[src/include/nvws_pkg.sv]
// Constants, types and helpers of the nonvolatile write sequencer
// Operation
// - Clearing selection before start discards latched operands
// - Page operations keep only the last page
// - Operand counts limited per operation type
// - Erase suspend acts from its select bit
// - Protections forced on in reset, then loaded
// - Set protection refused from flash or test memory
// - Test memory region never writable
// - Four protection bytes at consecutive addresses
// - Protection bytes are one-time programmable
// - Main flash access lock by fetch source
// - Test memory access lock by fetch source
// - Emulated memory access lock by fetch source
// - External fetches locked out of internal memories
// - Wrong passwords burn attempt bits, then disable
// - First password write clears test mode disable
// - Matching password clears password ok bit
// - Test memory write lock lifted only by test mode, and only for OTP and protection bytes
// - Emulated write lock lifted by set protection
// - Reading write protection restores the emulated write lock
// - Memory under write reads as all ones
// - Write error flag set by hardware, software clears
package nvws_pkg;
	localparam int AW          = 24;
	localparam int DW          = 8;
	localparam int LATCH_DEPTH = 16;
	localparam int CNT_W       = 5;
	localparam int PAGE_LSB    = 4;
	localparam logic [AW-1:0] FL_HI    = 24'h03_ffff;
	localparam logic [AW-1:0] RAM_LO   = 24'h20_0000;
	localparam logic [AW-1:0] RAM_HI   = 24'h20_1fff;
	localparam logic [AW-1:0] EE_LO    = 24'h22_0000;
	localparam logic [AW-1:0] EE_HI    = 24'h22_03ff;
	localparam logic [AW-1:0] FCR_ADDR = 24'h22_4000;
	localparam logic [AW-1:0] ECR_ADDR = 24'h22_4001;
	localparam logic [AW-1:0] STS_ADDR = 24'h22_4002;
	localparam logic [AW-1:0] TM_LO    = 24'h23_0000;
	localparam logic [AW-1:0] TM_HI    = 24'h23_1f7f;
	localparam logic [AW-1:0] OTP_HI   = 24'h23_1ffb;
	localparam logic [AW-1:0] APR_ADDR = 24'h23_1ffc;
	localparam logic [AW-1:0] WPR_ADDR = 24'h23_1ffd;
	localparam logic [AW-1:0] PWL_ADDR = 24'h23_1ffe;
	localparam logic [AW-1:0] PWH_ADDR = 24'h23_1fff;
	localparam int B_BYTE = 0, B_PAGE = 1, B_SECT = 2, B_SUSP = 3;
	localparam int B_CHIP = 4, B_SET_PROTECTION_SELECT = 5, B_START = 7;
	localparam int E_CHIP = 5, E_PAGE = 6, B_ERR = 7;
	localparam int A_MAIN = 6, A_TM = 5, A_EE = 4, A_EXT = 3, PWT_MSB = 2;
	localparam int W_TEST_MODE_DISABLE = 7, W_PASSWORD_OK = 6, W_TM = 5, W_EE = 4;
	localparam logic [DW-1:0] START_MASK  = 8'h80;
	localparam logic [DW-1:0] SEL_MASK    = 8'h7f;
	localparam logic [DW-1:0] APR_USER    = 8'h78;
	localparam logic [DW-1:0] WPR_USER    = 8'h3f;
	localparam logic [DW-1:0] SET_PROTECTION_SELECT_ALL_ON = 8'h00;
	localparam logic [DW-1:0] BYTE_ONES   = 8'hff;
	localparam logic [CNT_W-1:0] LIM_BYTE = 5'h01;
	localparam logic [CNT_W-1:0] LIM_PAGE = 5'h10;
	localparam logic [CNT_W-1:0] LIM_FOUR = 5'h04;
	localparam int CLK_NS   = 40;
	localparam int SUSP_NS  = 15000;
	localparam int SUSP_CYC = SUSP_NS / CLK_NS;
	localparam int SUSP_W   = $clog2(SUSP_CYC + 1);

	typedef enum logic [2:0] {RG_FLASH, RG_TEST, RG_OTP, RG_PREG, RG_EE, RG_RAM, RG_EXT} nvws_region_t;
	typedef enum logic [2:0] {OP_NONE, OP_BYTE, OP_PAGE, OP_SECT, OP_CHIP, OP_SET_PROTECTION_SELECT, OP_PAGE_UPDATE_SELECT,
		OP_EMUL_CHIP_ERASE_SELECT} nvws_op_t;

	function automatic nvws_region_t region_of(input logic [AW-1:0] a);
		if (a <= FL_HI) return RG_FLASH;
		else if (a >= TM_LO && a <= TM_HI) return RG_TEST;
		else if (a > TM_HI && a <= OTP_HI) return RG_OTP;
		else if (a >= APR_ADDR && a <= PWH_ADDR) return RG_PREG;
		else if (a >= EE_LO && a <= EE_HI) return RG_EE;
		else if (a >= RAM_LO && a <= RAM_HI) return RG_RAM;
		else return RG_EXT;
	endfunction

	function automatic nvws_op_t op_of(input logic [DW-1:0] f, input logic [DW-1:0] e);
		if (f[B_BYTE]) return OP_BYTE;
		else if (f[B_PAGE]) return OP_PAGE;
		else if (f[B_SECT]) return OP_SECT;
		else if (f[B_CHIP]) return OP_CHIP;
		else if (f[B_SET_PROTECTION_SELECT]) return OP_SET_PROTECTION_SELECT;
		else if (e[E_PAGE]) return OP_PAGE_UPDATE_SELECT;
		else if (e[E_CHIP]) return OP_EMUL_CHIP_ERASE_SELECT;
		else return OP_NONE;
	endfunction

	function automatic logic [CNT_W-1:0] lim_of(input nvws_op_t op);
		case (op)
			OP_BYTE: return LIM_BYTE;
			OP_PAGE, OP_PAGE_UPDATE_SELECT: return LIM_PAGE;
			OP_SECT, OP_SET_PROTECTION_SELECT: return LIM_FOUR;
			default: return '0;
		endcase
	endfunction
endpackage

[src/include/nvws_chk_if.sv]
// Interface between sequencer and protection checker
`timescale 1ns/100ps
interface nvws_chk_if import nvws_pkg::*; ();
	logic          req;
	logic          wr;
	logic          bypass;
	logic          ee_unlock;
	logic          block;
	logic [AW-1:0] tgt_addr;
	logic [AW-1:0] fetch_addr;
	logic [DW-1:0] apr;
	logic [DW-1:0] wpr;
	modport chk (input req, wr, bypass, ee_unlock, tgt_addr, fetch_addr, apr, wpr, output block);
	modport user (output req, wr, bypass, ee_unlock, tgt_addr, fetch_addr, apr, wpr, input block);
endinterface

[src/logic/nvws_chk.sv]
// Access and write protection checker for operand accesses
`timescale 1ns/100ps
module nvws_chk import nvws_pkg::*; (
	input wire logic clock,
	input wire logic rstn,
	nvws_chk_if.chk  c
);
	nvws_region_t tgt;
	nvws_region_t src;
	logic         tgt_tm;
	logic         acc_blk;
	logic         wr_blk;

	always_comb begin
		tgt = region_of(c.tgt_addr);
		src = region_of(c.fetch_addr);
		tgt_tm = (tgt == RG_TEST) || (tgt == RG_OTP) || (tgt == RG_PREG);
		acc_blk = 1'b0;
		wr_blk = 1'b0;
		if (!c.apr[A_MAIN] && tgt == RG_FLASH && src != RG_TEST && src != RG_FLASH) begin
			acc_blk = 1'b1;
		end
		if (!c.apr[A_TM] && tgt_tm && src != RG_TEST && src != RG_OTP) begin
			acc_blk = 1'b1;
		end
		if (!c.apr[A_EE] && tgt == RG_EE && src != RG_TEST && src != RG_FLASH && src != RG_EE) begin
			acc_blk = 1'b1;
		end
		if (!c.apr[A_EXT] && src == RG_EXT && tgt != RG_EXT) begin
			acc_blk = 1'b1;
		end
		if (c.wr && !c.wpr[W_TM] && tgt_tm) begin
			wr_blk = 1'b1;
		end
		if (c.wr && !c.wpr[W_EE] && !c.ee_unlock && tgt == RG_EE) begin
			wr_blk = 1'b1;
		end
		// Test memory stays write-locked even in test mode
		c.block = c.req && ((c.wr && tgt == RG_TEST) || (!c.bypass && (acc_blk || wr_blk)));
	end
endmodule

[src/logic/nvws_top.sv]
// Flash and emulated memory write sequencer with protection registers
`timescale 1ns/100ps
module nvws_top import nvws_pkg::*; #(
	parameter int LATCH_MAX = LATCH_DEPTH
) (
	input  wire logic          clock,
	input  wire logic          rstn,
	input  wire logic          cpu_req,
	input  wire logic          cpu_wr,
	input  wire logic [AW-1:0] cpu_addr,
	input  wire logic [DW-1:0] cpu_wdata,
	input  wire logic [AW-1:0] cpu_fetch_addr,
	input  wire logic          test_mode_req,
	input  wire logic [DW-1:0] nv_apr_in,
	input  wire logic [DW-1:0] nv_wpr_in,
	input  wire logic [DW-1:0] nv_pwl_in,
	input  wire logic [DW-1:0] nv_pwh_in,
	input  wire logic          mem_done,
	input  wire logic          mem_err,
	output logic      [DW-1:0] cpu_rdata,
	output logic               cpu_rsel,
	output logic               cpu_blocked,
	output logic               mem_wr,
	output nvws_op_t           mem_op,
	output logic      [AW-1:0] mem_addr,
	output logic      [DW-1:0] mem_data,
	output logic               mem_suspend,
	output logic               main_busy,
	output logic               emul_busy,
	output logic               test_mode_en
);
	localparam int IDX_W = $clog2(LATCH_MAX);

	typedef enum logic [2:0] {ST_INIT, ST_IDLE, ST_ISSUE, ST_WAIT, ST_SUSP} nvws_state_t;

	nvws_state_t       state_r, state_nxt;
	nvws_op_t          op_r, op_nxt, new_op;
	logic [DW-1:0]     fcr_r, fcr_nxt, ecr_r, ecr_nxt;
	logic [DW-1:0]     apr_r, apr_nxt, wpr_r, wpr_nxt;
	logic [DW-1:0]     pwl_r, pwl_nxt, pwh_r, pwh_nxt;
	logic [DW-1:0]     ctl_old, ctl_new, ed;
	logic [AW-1:0]     ea;
	logic [CNT_W-1:0]  cnt_r, cnt_nxt, idx_r, idx_nxt;
	logic [AW-1-PAGE_LSB:0] page_r, page_nxt;
	logic [SUSP_W-1:0] susp_r, susp_nxt;
	logic              err_r, err_nxt, ee_unlock_r, eeu_nxt;
	logic              pw_seen_r, seen_nxt, pw_bad_r, bad_nxt;
	logic [DW-1:0]     rdata_nxt;
	logic              rsel_nxt, blk_nxt, mwr_nxt, msusp_nxt, mbusy_nxt, ebusy_nxt, tmen_nxt;
	logic [AW-1:0]     maddr_nxt;
	logic [DW-1:0]     mdata_nxt;
	logic              rd_ok, wr_ok, ctl_wr, set_protection_select_src_ok, lat_we, last, busy_any;
	logic              tm_s1, tm_s2, tm_s3, tm_q;
	logic [AW-1:0]     ent_addr_m [LATCH_MAX];
	logic [DW-1:0]     ent_data_m [LATCH_MAX];

	nvws_chk_if chk_if ();

	// ****************************************
	// Protection checker
	// ****************************************
	assign chk_if.req        = cpu_req;
	assign chk_if.wr         = cpu_wr;
	assign chk_if.tgt_addr   = cpu_addr;
	assign chk_if.fetch_addr = cpu_fetch_addr;
	assign chk_if.apr        = apr_r;
	assign chk_if.wpr        = wpr_r;
	assign chk_if.ee_unlock  = ee_unlock_r;
	assign chk_if.bypass     = test_mode_en;

	nvws_chk u_chk (
		.clock (clock),
		.rstn  (rstn),
		.c     (chk_if.chk)
	);

	assign rd_ok       = cpu_req && !cpu_wr && !chk_if.block;
	assign wr_ok       = cpu_req && cpu_wr && !chk_if.block;
	assign ctl_wr      = wr_ok && (cpu_addr == FCR_ADDR || cpu_addr == ECR_ADDR);
	assign set_protection_select_src_ok = region_of(cpu_fetch_addr) != RG_FLASH && region_of(cpu_fetch_addr) != RG_TEST;

	// ****************************************
	// Test mode request synchroniser
	// ****************************************
	always_ff @(posedge clock or negedge rstn) begin
		if (!rstn) begin
			tm_s1 <= 1'b0;
			tm_s2 <= 1'b0;
			tm_s3 <= 1'b0;
			tm_q  <= 1'b0;
		end else begin
			tm_s1 <= test_mode_req;
			tm_s2 <= tm_s1;
			tm_s3 <= tm_s2;
			tm_q  <= (tm_s2 == tm_s3) ? tm_s3 : tm_q;
		end
	end

	// ****************************************
	// Operand latch array
	// ****************************************
	always_ff @(posedge clock) begin
		if (lat_we) begin
			ent_addr_m[cnt_r[IDX_W-1:0]] <= cpu_addr;
			ent_data_m[cnt_r[IDX_W-1:0]] <= cpu_wdata;
		end
	end

	// ****************************************
	// Sequencer next state
	// ****************************************
	always_comb begin
		state_nxt = state_r;
		op_nxt    = op_r;
		fcr_nxt   = fcr_r;
		ecr_nxt   = ecr_r;
		err_nxt   = err_r;
		cnt_nxt   = cnt_r;
		idx_nxt   = idx_r;
		page_nxt  = page_r;
		apr_nxt   = apr_r;
		wpr_nxt   = wpr_r;
		pwl_nxt   = pwl_r;
		pwh_nxt   = pwh_r;
		eeu_nxt   = ee_unlock_r;
		seen_nxt  = pw_seen_r;
		bad_nxt   = pw_bad_r;
		susp_nxt  = susp_r;
		rdata_nxt = BYTE_ONES;
		rsel_nxt  = 1'b0;
		mwr_nxt   = 1'b0;
		msusp_nxt = 1'b0;
		maddr_nxt = mem_addr;
		mdata_nxt = mem_data;
		lat_we    = 1'b0;
		last      = 1'b0;
		ctl_old   = (cpu_addr == FCR_ADDR) ? fcr_r : ecr_r;
		ctl_new   = cpu_wdata & ~START_MASK;
		new_op    = (cpu_addr == FCR_ADDR) ? op_of(ctl_new, ecr_r) : op_of(fcr_r, ctl_new);
		ea        = ent_addr_m[idx_r[IDX_W-1:0]];
		ed        = ent_data_m[idx_r[IDX_W-1:0]];
		blk_nxt   = cpu_req && chk_if.block;
		if (wr_ok && cpu_addr == STS_ADDR && !cpu_wdata[B_ERR]) begin
			err_nxt = 1'b0;
		end
		if (rd_ok) begin
			rsel_nxt = 1'b1;
			if (cpu_addr == FCR_ADDR) begin
				rdata_nxt = fcr_r;
			end else if (cpu_addr == ECR_ADDR) begin
				rdata_nxt = ecr_r;
			end else if (cpu_addr == STS_ADDR) begin
				rdata_nxt = {err_r, 7'h00};
			end else if (cpu_addr == APR_ADDR) begin
				rdata_nxt = apr_r;
			end else if (cpu_addr == WPR_ADDR) begin
				rdata_nxt = wpr_r;
				eeu_nxt = 1'b0;
			end else if (cpu_addr == PWL_ADDR || cpu_addr == PWH_ADDR) begin
				rdata_nxt = BYTE_ONES;
			end else if (main_busy && region_of(cpu_addr) == RG_FLASH) begin
				rdata_nxt = BYTE_ONES;
			end else if (emul_busy && region_of(cpu_addr) == RG_EE) begin
				rdata_nxt = BYTE_ONES;
			end else begin
				rsel_nxt = 1'b0;
			end
		end
		if (blk_nxt) begin
			rsel_nxt = 1'b1;
		end
		case (state_r)
			ST_INIT: begin
				apr_nxt = nv_apr_in;
				wpr_nxt = nv_wpr_in;
				pwl_nxt = nv_pwl_in;
				pwh_nxt = nv_pwh_in;
				state_nxt = ST_IDLE;
			end
			ST_IDLE: begin
				if (ctl_wr) begin
					if (|(ctl_old & ~ctl_new & SEL_MASK)) begin
						cnt_nxt = '0;
					end
					if (cpu_addr == FCR_ADDR) begin
						fcr_nxt = ctl_new;
					end else begin
						ecr_nxt = ctl_new;
					end
					if (cpu_wdata[B_START] && new_op == OP_SET_PROTECTION_SELECT && !set_protection_select_src_ok) begin
						err_nxt = 1'b1;
						fcr_nxt = '0;
						cnt_nxt = '0;
					end else if (cpu_wdata[B_START] && new_op != OP_NONE && (cnt_nxt != '0
						|| new_op == OP_CHIP || new_op == OP_EMUL_CHIP_ERASE_SELECT)) begin
						if (cpu_addr == FCR_ADDR) begin
							fcr_nxt[B_START] = 1'b1;
						end else begin
							ecr_nxt[B_START] = 1'b1;
						end
						op_nxt = new_op;
						idx_nxt = '0;
						state_nxt = ST_ISSUE;
						if (new_op == OP_SET_PROTECTION_SELECT) begin
							eeu_nxt = 1'b0;
							seen_nxt = 1'b0;
							bad_nxt = 1'b0;
						end
					end
				end else if (wr_ok && op_of(fcr_r, ecr_r) != OP_NONE && cnt_r < lim_of(op_of(fcr_r, ecr_r))
					&& (region_of(cpu_addr) == RG_FLASH && op_of(fcr_r, ecr_r) <= OP_SECT
					|| region_of(cpu_addr) == RG_EE && op_of(fcr_r, ecr_r) == OP_PAGE_UPDATE_SELECT
					|| region_of(cpu_addr) == RG_PREG && op_of(fcr_r, ecr_r) == OP_SET_PROTECTION_SELECT)) begin
					lat_we = 1'b1;
					cnt_nxt = CNT_W'(cnt_r + 5'h01);
					page_nxt = cpu_addr[AW-1:PAGE_LSB];
				end
			end
			ST_ISSUE: begin
				mwr_nxt = 1'b1;
				mdata_nxt = ed;
				maddr_nxt = (op_r == OP_PAGE || op_r == OP_PAGE_UPDATE_SELECT) ? {page_r, ea[PAGE_LSB-1:0]} : ea;
				if (op_r == OP_CHIP || op_r == OP_EMUL_CHIP_ERASE_SELECT) begin
					maddr_nxt = '0;
				end
				if (op_r == OP_SET_PROTECTION_SELECT) begin
					if (ea == APR_ADDR) begin
						apr_nxt = apr_r & (ed | ~APR_USER);
					end else if (ea == WPR_ADDR) begin
						wpr_nxt = wpr_r & (ed | ~WPR_USER);
						eeu_nxt = ed[W_EE];
					end else if (ea == PWL_ADDR || ea == PWH_ADDR) begin
						seen_nxt = 1'b1;
						if (wpr_r[W_TEST_MODE_DISABLE] && ea == PWL_ADDR) begin
							pwl_nxt = pwl_r & ed;
						end else if (wpr_r[W_TEST_MODE_DISABLE]) begin
							pwh_nxt = pwh_r & ed;
						end else if (ed != ((ea == PWL_ADDR) ? pwl_r : pwh_r)) begin
							bad_nxt = 1'b1;
						end
					end
				end
				last = (op_r == OP_CHIP || op_r == OP_EMUL_CHIP_ERASE_SELECT || idx_r == CNT_W'(cnt_r - 5'h01));
				idx_nxt = CNT_W'(idx_r + 5'h01);
				if (last) begin
					state_nxt = ST_WAIT;
					if (op_r == OP_SET_PROTECTION_SELECT && seen_nxt) begin
						if (wpr_r[W_TEST_MODE_DISABLE]) begin
							wpr_nxt[W_TEST_MODE_DISABLE] = 1'b0;
						end else if (bad_nxt) begin
							apr_nxt[PWT_MSB:0] = apr_nxt[PWT_MSB:0] & (apr_nxt[PWT_MSB:0] - 3'h1);
						end else begin
							wpr_nxt[W_PASSWORD_OK] = 1'b0;
						end
					end
				end
			end
			ST_WAIT: begin
				if (ctl_wr && cpu_addr == FCR_ADDR && cpu_wdata[B_SUSP] && op_r == OP_SECT) begin
					msusp_nxt = 1'b1;
					susp_nxt = '0;
					fcr_nxt[B_SUSP] = 1'b1;
					state_nxt = ST_SUSP;
				end else if (mem_done) begin
					if (op_r == OP_PAGE_UPDATE_SELECT || op_r == OP_EMUL_CHIP_ERASE_SELECT) begin
						ecr_nxt = '0;
					end else begin
						fcr_nxt = '0;
					end
					cnt_nxt = '0;
					op_nxt = OP_NONE;
					state_nxt = ST_IDLE;
				end
			end
			ST_SUSP: begin
				susp_nxt = SUSP_W'(susp_r + 1'b1);
				if (susp_r == SUSP_W'(SUSP_CYC - 1)) begin
					fcr_nxt = '0;
					cnt_nxt = '0;
					op_nxt = OP_NONE;
					state_nxt = ST_IDLE;
				end
			end
			default: begin
				state_nxt = ST_IDLE;
			end
		endcase
		if (state_r == ST_WAIT && mem_done && mem_err) begin
			err_nxt = 1'b1;
		end
		busy_any = state_nxt == ST_ISSUE || state_nxt == ST_WAIT || state_nxt == ST_SUSP;
		ebusy_nxt = busy_any && (op_nxt == OP_PAGE_UPDATE_SELECT || op_nxt == OP_EMUL_CHIP_ERASE_SELECT);
		mbusy_nxt = busy_any && !ebusy_nxt;
		tmen_nxt = tm_q && (wpr_r[W_TEST_MODE_DISABLE] || (!wpr_r[W_PASSWORD_OK] && |apr_r[PWT_MSB:0]));
	end

	// ****************************************
	// Sequencer registers
	// ****************************************
	always_ff @(posedge clock or negedge rstn) begin
		if (!rstn) begin
			state_r      <= ST_INIT;
			op_r         <= OP_NONE;
			fcr_r        <= '0;
			ecr_r        <= '0;
			err_r        <= 1'b0;
			cnt_r        <= '0;
			idx_r        <= '0;
			page_r       <= '0;
			apr_r        <= SET_PROTECTION_SELECT_ALL_ON;
			wpr_r        <= SET_PROTECTION_SELECT_ALL_ON;
			pwl_r        <= '0;
			pwh_r        <= '0;
			ee_unlock_r  <= 1'b0;
			pw_seen_r    <= 1'b0;
			pw_bad_r     <= 1'b0;
			susp_r       <= '0;
			cpu_rdata    <= BYTE_ONES;
			cpu_rsel     <= 1'b0;
			cpu_blocked  <= 1'b0;
			mem_wr       <= 1'b0;
			mem_op       <= OP_NONE;
			mem_addr     <= '0;
			mem_data     <= '0;
			mem_suspend  <= 1'b0;
			main_busy    <= 1'b0;
			emul_busy    <= 1'b0;
			test_mode_en <= 1'b0;
		end else begin
			state_r      <= state_nxt;
			op_r         <= op_nxt;
			fcr_r        <= fcr_nxt;
			ecr_r        <= ecr_nxt;
			err_r        <= err_nxt;
			cnt_r        <= cnt_nxt;
			idx_r        <= idx_nxt;
			page_r       <= page_nxt;
			apr_r        <= apr_nxt;
			wpr_r        <= wpr_nxt;
			pwl_r        <= pwl_nxt;
			pwh_r        <= pwh_nxt;
			ee_unlock_r  <= eeu_nxt;
			pw_seen_r    <= seen_nxt;
			pw_bad_r     <= bad_nxt;
			susp_r       <= susp_nxt;
			cpu_rdata    <= rdata_nxt;
			cpu_rsel     <= rsel_nxt;
			cpu_blocked  <= blk_nxt;
			mem_wr       <= mwr_nxt;
			mem_op       <= op_nxt;
			mem_addr     <= maddr_nxt;
			mem_data     <= mdata_nxt;
			mem_suspend  <= msusp_nxt;
			main_busy    <= mbusy_nxt;
			emul_busy    <= ebusy_nxt;
			test_mode_en <= tmen_nxt;
		end
	end
endmodule

[config.mk]
export PLATFORM = sky130hd
export DESIGN_NAME = nvws_top
export DESIGN_NICKNAME = d
export VERILOG_FILES = /design/src/include/nvws_pkg.sv /design/src/include/nvws_chk_if.sv /design/src/logic/nvws_chk.sv /design/src/logic/nvws_top.sv
export SDC_FILE = /design/constraint.sdc
export NUM_CORES = 1
export LEC_CHECK = 0
export ABC_AREA = 1
export BUFFER_PORTS_ARGS = -buffer_cell sky130_fd_sc_hd__buf_2
export CAP_MARGIN = 20
export CELL_PAD_IN_SITES_DETAIL_PLACEMENT = 0
export CELL_PAD_IN_SITES_GLOBAL_PLACEMENT = 1
export CORE_UTILIZATION = 30
export DETAILED_ROUTE_END_ITERATION = 8
export HOLD_SLACK_MARGIN = 0.06
export PLACE_DENSITY = 0.51
export SYNTH_ARGS = -nofsm -noshare
export SYNTH_HDL_FRONTEND = slang
export SYNTH_SLANG_ARGS = --single-unit
[constraint.sdc]
create_clock -name clock -period 4.41 [get_ports clock]
set_input_delay 0.6615 -clock clock [delete_from_list [all_inputs] [get_ports clock]]
set_output_delay 0.6615 -clock clock [all_outputs]
set_load 0.01 [all_outputs]
== Yosys cells after proc, flatten, opt, wreduce, memory -nomap -nowiden ==
Memories as Yosys holds them, arrays and structs flattened.
Cells that the tools add are included.
Storage, ports and cells
  register bits: 148
  bits in writable memories: 512
  bits of input ports: 95
  word-level logic and storage cells: 483
  memories: 2
Memories
  ent_addr_m: depth 16, width 24, read ports 1, clocked after memory_dff 0, wr ports 1, RTL line nvws_top.sv:54  | logic [AW-1:0] ent_addr_m [LATCH_MAX];
  ent_data_m: depth 16, width 8, read ports 1, clocked after memory_dff 0, wr ports 1, RTL line nvws_top.sv:55  | logic [DW-1:0] ent_data_m [LATCH_MAX];
Cells by class
  $add $sub $neg: 5
  magnitude comparators: 24
  equal/unequal tests: 74
  mux-type cells: 209
  bitwise operators: 8
  reductions and logical operators: 126
Operators by type and width (count)
  8-bit 2-to-1 mux: 34
  24-bit by 22-bit equality test with 1-bit output, second input constant: 11
  24-bit by 22-bit <= comparator with 1-bit output, second input constant: 10
  3-bit 2-to-1 mux: 67
  24-bit by 22-bit greater-or-equal comparator with 1-bit output, second input constant: 8
  8-bit case mux with 2 select lines: 5
  5-bit 2-to-1 mux: 14
  1-bit 2-to-1 mux: 69
  1-bit logical AND: 62
  3-bit equality test, second input constant: 17
  24-bit by 22-bit greater-than comparator with 1-bit output, second input constant: 2
  24-bit by 18-bit <= comparator with 1-bit output, second input constant: 2
  24-bit 2-to-1 mux: 2
  2-bit != test, second input constant: 20
  3-bit by 2-bit equality test with 1-bit output, second input constant: 11
  8-bit bitwise AND: 4
  5-bit case mux with 3 select lines: 2
  8-bit case mux with 3 select lines: 1
  6-bit AND reduction: 4
  1-bit logical OR: 19
  3-bit != test, second input constant: 6
  9-bit case mux with 2 select lines: 1
  5-bit AND reduction: 3
  1-bit logical NOT: 14
  36 further kinds: 58

== Logic depth before layout (Yosys ltp) ==
  depth in word-level cells: 46
  depth in mapped cells: 30

== Modules after synthesis ==
Synthesis repeated with hierarchy kept, for this count alone.
Unflattened totals
  cell total of the unflattened synthesis: 3204
  area, all modules: 30580.6 um^2
Modules (own cells, without submodules)
  nvws_top: times used 1, cells each 3066, area an instance 29877.4 um^2
  nvws_chk: times used 1, cells each 138, area an instance 703.2 um^2

== Worst setup path before layout ==
OpenSTA, ideal clock, no wires.
  path kind: input port to flip-flop
  start: input port cpu_addr[23]
  end: memory ent_addr_m[0][0] (enable)
  setup time: 421 ps
  arrival: 3867 ps
  setup slack: 122 ps
  stages: 17
  path buffers: 0
  cells stage by stage: nor2_1 -> nand3_1 -> nor2_2 -> nand2_1 -> nand2_1 -> nor2_1 -> nor2_1 -> nand2_1 -> nand3_1 -> nand3_1 -> nand2_1 -> nand3_1 -> nor2_1 -> nand2_1 -> inv_2 -> nand2_1 -> nor2_1
On the way
  longest elaborated chain between the ends: 31
  elaborated cells on any way between the ends: 78
  classes of those cells: 11 x order compare; 9 x eq/ne; 19 x mux; 39 x reduce/logical
Ends and longest elaborated chain
  start, declared: RTL line nvws_top.sv:10  | input wire logic [AW-1:0] cpu_addr,
  24-bit by 22-bit greater-or-equal comparator with 1-bit output / 24-bit by 22-bit <= comparator with 1-bit output (equally long branches): RTL line nvws_pkg.sv:74  | else if (a >= RAM_LO && a <= RAM_HI) return RG_RAM;
  1-bit logical AND: RTL line nvws_pkg.sv:74
  2-bit 2-to-1 mux: RTL line nvws_pkg.sv:74
  3-bit 2-to-1 mux: RTL line nvws_pkg.sv:73  | else if (a >= EE_LO && a <= EE_HI) return RG_EE;
  3-bit 2-to-1 mux
  3-bit 2-to-1 mux: RTL line nvws_pkg.sv:71  | else if (a > TM_HI && a <= OTP_HI) return RG_OTP;
  3-bit 2-to-1 mux: RTL line nvws_pkg.sv:70  | else if (a >= TM_LO && a <= TM_HI) return RG_TEST;
  3-bit 2-to-1 mux
  [14 not listed]
  1-bit logical AND: RTL line nvws_top.sv:78  | assign wr_ok = cpu_req && cpu_wr && !chk_if.block;
  1-bit logical AND (2 in a row): RTL line nvws_top.sv:210  | end else if (wr_ok && op_of(fcr_r, ecr_r) != OP_NONE && cnt_r < lim_of(op_of(fcr_r, ecr_r))
  1-bit logical AND: RTL line nvws_top.sv:211  | && (region_of(cpu_addr) == RG_FLASH && op_of(fcr_r, ecr_r) <= OP_SECT
  1-bit 2-to-1 mux: RTL line nvws_top.sv:210
  1-bit 2-to-1 mux (*): RTL line nvws_top.sv:181  | if (ctl_wr) begin
  1-bit 2-to-1 mux (*): RTL line nvws_top.sv:172  | case (state_r)
  1-bit 2-to-1 mux (*): RTL line nvws_top.sv:103  | if (lat_we) begin
  1-bit 2-to-1 mux (implied by the code) (*): RTL line nvws_top.sv:104  | ent_addr_m[cnt_r[IDX_W-1:0]] <= cpu_addr;
  end, declared: RTL line nvws_top.sv:54
Mark *: on every way between the ends. The rest lies on a longest branch, timed or not. The select of a mux whose other input is x is not followed.

== Worst setup path in the final report ==
  start: register fcr_r[2]
  end: memory ent_addr_m[3][9] (enable)
On the way
  longest elaborated chain between the ends: 18
  elaborated cells on any way between the ends: 31
  classes of those cells: 2 x order compare; 5 x eq/ne; 13 x mux; 11 x reduce/logical
Ends and longest elaborated chain
  start, declared: RTL line nvws_top.sv:38  | logic [DW-1:0] fcr_r, fcr_nxt, ecr_r, ecr_nxt;
  start signal, assigned: RTL line nvws_top.sv:332  | fcr_r <= fcr_nxt;
  3-bit 2-to-1 mux (*): RTL line nvws_pkg.sv:81  | else if (f[B_SECT]) return OP_SECT;
  3-bit 2-to-1 mux (*): RTL line nvws_pkg.sv:80  | else if (f[B_PAGE]) return OP_PAGE;
  3-bit 2-to-1 mux (*): RTL line nvws_pkg.sv:79  | if (f[B_BYTE]) return OP_BYTE;
  3-bit 2-to-1 mux (*): RTL line nvws_top.sv:181
  3-bit 2-to-1 mux (*): RTL line nvws_top.sv:172
  3-bit equality test, or another cell as far along: RTL line nvws_pkg.sv:90, nvws_top.sv:213
  2-bit OR reduction: RTL line nvws_pkg.sv:90  | case (op)
  5-bit case mux with 3 select lines: RTL line nvws_pkg.sv:90
  [2 not listed]
  5-bit < comparator: RTL line nvws_top.sv:210
  1-bit logical AND: RTL line nvws_top.sv:210
  1-bit logical AND (*): RTL line nvws_top.sv:211
  1-bit 2-to-1 mux (*): RTL line nvws_top.sv:210
  1-bit 2-to-1 mux (*): RTL line nvws_top.sv:181
  1-bit 2-to-1 mux (*): RTL line nvws_top.sv:172
  1-bit 2-to-1 mux (*): RTL line nvws_top.sv:103
  1-bit 2-to-1 mux (implied by the code) (*): RTL line nvws_top.sv:104
Marked as above.

==> results.md <==
* Crit end category: flop
* # DRC at 0
* CP dominant cell by count: nand2_1
* Max Freq at around 250 MHz
* Worst IR Drop VDD at roughly 0.28 mV
* Synth Area per Inst at about 9.7 sq um
* EDFF count, synth at 512
* WL final at approximately 100000 um
* # setup viols final at 0
* CTS tree: yes
* Power per cell area at approximately 370 nW/um^2
* Leak pwr at around 0.015 uW
* Max-slew headroom at 0.2689
* Critical-path top delay cell: nor3b_1
* Ant. Diodes at 0
* Placed cell areas at ~33000 sq um
* DIE WIDTH at around 320 um
* Site row count at about 120
* CTS max path bufs at 3
* First DRT Iteration DRCs at roughly 1.7k
* Area growth from synthesis to layout at 18.54%
* Max FO, Critical Path at 25
* Fin crit share at 0.8948
* Top cell type's share of synthesized area at 0.5118
* Flops & latches, synth at 660
* Gate Count Post-Synth at around 3.1k
* XOR/XNOR Fraction of Synth Area at 0.003790
* RePlAce Congestion at 0.8439
* Critical Path Start Type: flop
* Grt total ovfl at 0
* Hold-fix buffers, CTS at 0
* Worst path arrival time at about 4.3 ns
* Nets at approximately 3.4k
* Status: finished clean
* Layout cell share with drive strength beyond 1 at 0.1327
* Die Area at just over 100000 sq um
* Synth cell types at 59
* RSZ-0062 raised after global routing: no
* HP Class: input pin to async pin
* Drt wl/cell at approximately 21 um
* Hold Violations, Final at 0
* Crit path kind: flop to flop
* Slew Viols, Final at 0
* Mux contribution to synthesized area at 0
* Number of routed nets with antenna violations at 0
* Max Cap Viol at 0
* Worst Skew at roughly 0.030 ns
* Core Area at around 100000 sq um
* Delay of the slowest critical-path stage at 0.51 ns
* CP Cell Sequence: nor2_1, nand2_1, nor2_1, nor3b_1, a31oi_1, ha_1, o41ai_1, nand2_1, a211oi_1, nand2_1, nor2_1, nand2_1, inv_2, nand2_1, nor2_4, buf_12
* Initial Util at 0.3039
* Inserted Clock Buffers at 78
* Fraction of registers with async set/reset at 0.2242
* Cts repair resizes at 0
* All-layer global routing usage at 0.1971
* DP Worst Slack at -0.1098 ns
* Setup bufs post-CTS at 0
* Top FF cell, synth: edfxtp_1
* Vias in the first global route at 22.44k
* Initial antenna violation count at 1
* H-tree level count at 3
* Post-synth top cells: 889 x nand2_1, 512 x edfxtp_1, 337 x nor2_1
* Ys Warns at 0
* Register area share after synthesis at 0.6354
* # port buffers at 142
* Placed wire-length estimate at about 67000 um
* Synth area leader: edfxtp_1
* Tightest Pin Transition at 1.088 ns
* Critical Path RT at 4.72 ns
* CTS sink cnt at 660
* Simple-Gate Fraction of Synth Area at 0.2164
* Worst-path clk slew at approximately 0.06 ns
* Design area at around 36000 sq um
* Final WS setup at between 0.4 and 0.5 ns
* Die Span Y at roughly 320 um
* Post-synthesis adder-cell area fraction at 0.004498
* CTS Root Cell: clkbuf_16
* Drt first pass iters at 5
* Largest net degree at the start of global routing at between 100 and 150
* Synth top area cells: edfxtp_1 51%, dfrtp_1 12%, nand2_1 11%
* Vias/cell at 4.821
* # IOs at 145
* R2r setup slk at about 0.46 ns
* Vias post-DR at 22.48k
* Largest family of logic cells by synthesized area: simple AND/OR/NAND/NOR gates
* Most common cell in the netlist: nand2_1
* Mapped Nets at roughly 3.2k
* Post-synthesis compound-gate area fraction at 0.07484
* Synthesized area at 30040 sq um
* Clock Latency Late Sink at approximately 0.64 ns
* First-pass GRT wire length at 149100 um
* Minimum clock period at slightly below 4 ns
## per-layer routing
metal  global-route usage  part of all wire  up-vias
li1                     -                 -    10810
met1               0.2637              0.45    11140
met2               0.3394              0.49      424
met3              0.02359             0.034      105
met4              0.04541             0.019        0
met5                    0                 0        -
## path summary, 6_finish.rpt
path | endpoint | startpoint | cells after the start
min | mem_addr[11]$_DFFE_PN0P_ | rstn | 1
min in group clock | tm_s1$_DFF_PN0_ | test_mode_req | 1
max reg2reg | ent_addr_m[3][9]$_DFFE_PP_ | fcr_r[2]$_DFFE_PN0P_ | 16
min reg2reg | tm_s2$_DFF_PN0_ | tm_s1$_DFF_PN0_ | 0
max in group asynchronous | cpu_rdata[5]$_DFF_PN1_ | rstn | 2
max | ent_addr_m[3][9]$_DFFE_PP_ | fcr_r[2]$_DFFE_PN0P_ | 16
## cell usage in the layout, fill, tap and decap left out, types with 18 or more instances in the layout
cell and instances:
nor3_1 35, dfrtp_1 137, edfxtp_1 512, buf_4 94, a21oi_1 26, o221ai_1 20, o31ai_1 21, clkbuf_16 80
o21ai_0 196, buf_2 141, nand3_1 240, nor2_4 22, o22ai_1 24, clkinv_1 18, nand4_1 25, nand2_1 889
o21ai_1 47, clkbuf_1 19, inv_1 315, nor2_1 319, buf_12 34
## flip-flops by register name, summed over array words and instances, names as in the netlist, 5 cells and up
signal,flops
apr_r,8
chk_if.wpr,8
cnt_r,5
cpu_rdata,8
ecr_r,8
ent_addr_m,384
ent_data_m,128
fcr_r,8
idx_r,5
mem_addr,24
mem_data,8
page_r,20
pwh_r,8
pwl_r,8
susp_r,9
## cell type report
cell class,instances,area (sq um)
clock inverters,40,329.1
multi-input cells,1979,9129
repair buffers,270,2103
clock buffers,102,2115
inverters,325,1229
flip-flops and latches,660,19100
well taps,1287,1610
fillers,9912,63240
## power breakdown
group | total, uW | internal [uW] | leakage [uW] | switching, uW
clock network | 6250 | 3580 | 0.00119 | 2670
logic | 285 | 70.3 | 0.00724 | 215
registers | 6720 | 6710 | 0.00628 | 5.42
total | 13300 | 10400 | 0.0147 | 2890
## worst max-delay path, delay by kind of cell, from the launching register on
family	cells	cell delay [ns]
AOI/OAI and AO/OA	3	0.47
adders and majority gates	1	0.30
and+or+nand+nor	10	1.97
buffers and inverters	2	0.38
DFF	1	0.44
## per-stage QoR
step	cells	util	hold slack, ns	total power [uW]	TNS [ns]
finish	4663	0.3603	0.08712	13250	0
global route	4663	0.3603	0.1119	13680	0
CTS	4663	0.3603	0.09321	13430	0
detailed placement	4521	0.3355	0.3583	7139	-15.72
global placement	4521	0.3355	0.3430	7135	-20.31
floorplan	3096	-	0.3312	6901	0
## cells by family after synthesis
kind of cell               count (synthesis)
DFF                                      660
AOI/OAI and AO/OA                        385
xor gates and xnor gates                  13
buffers and inverters                    457
adders and majority gates                 11
and+or+nand+nor                         1570
(Power assumes the default switching activity.)
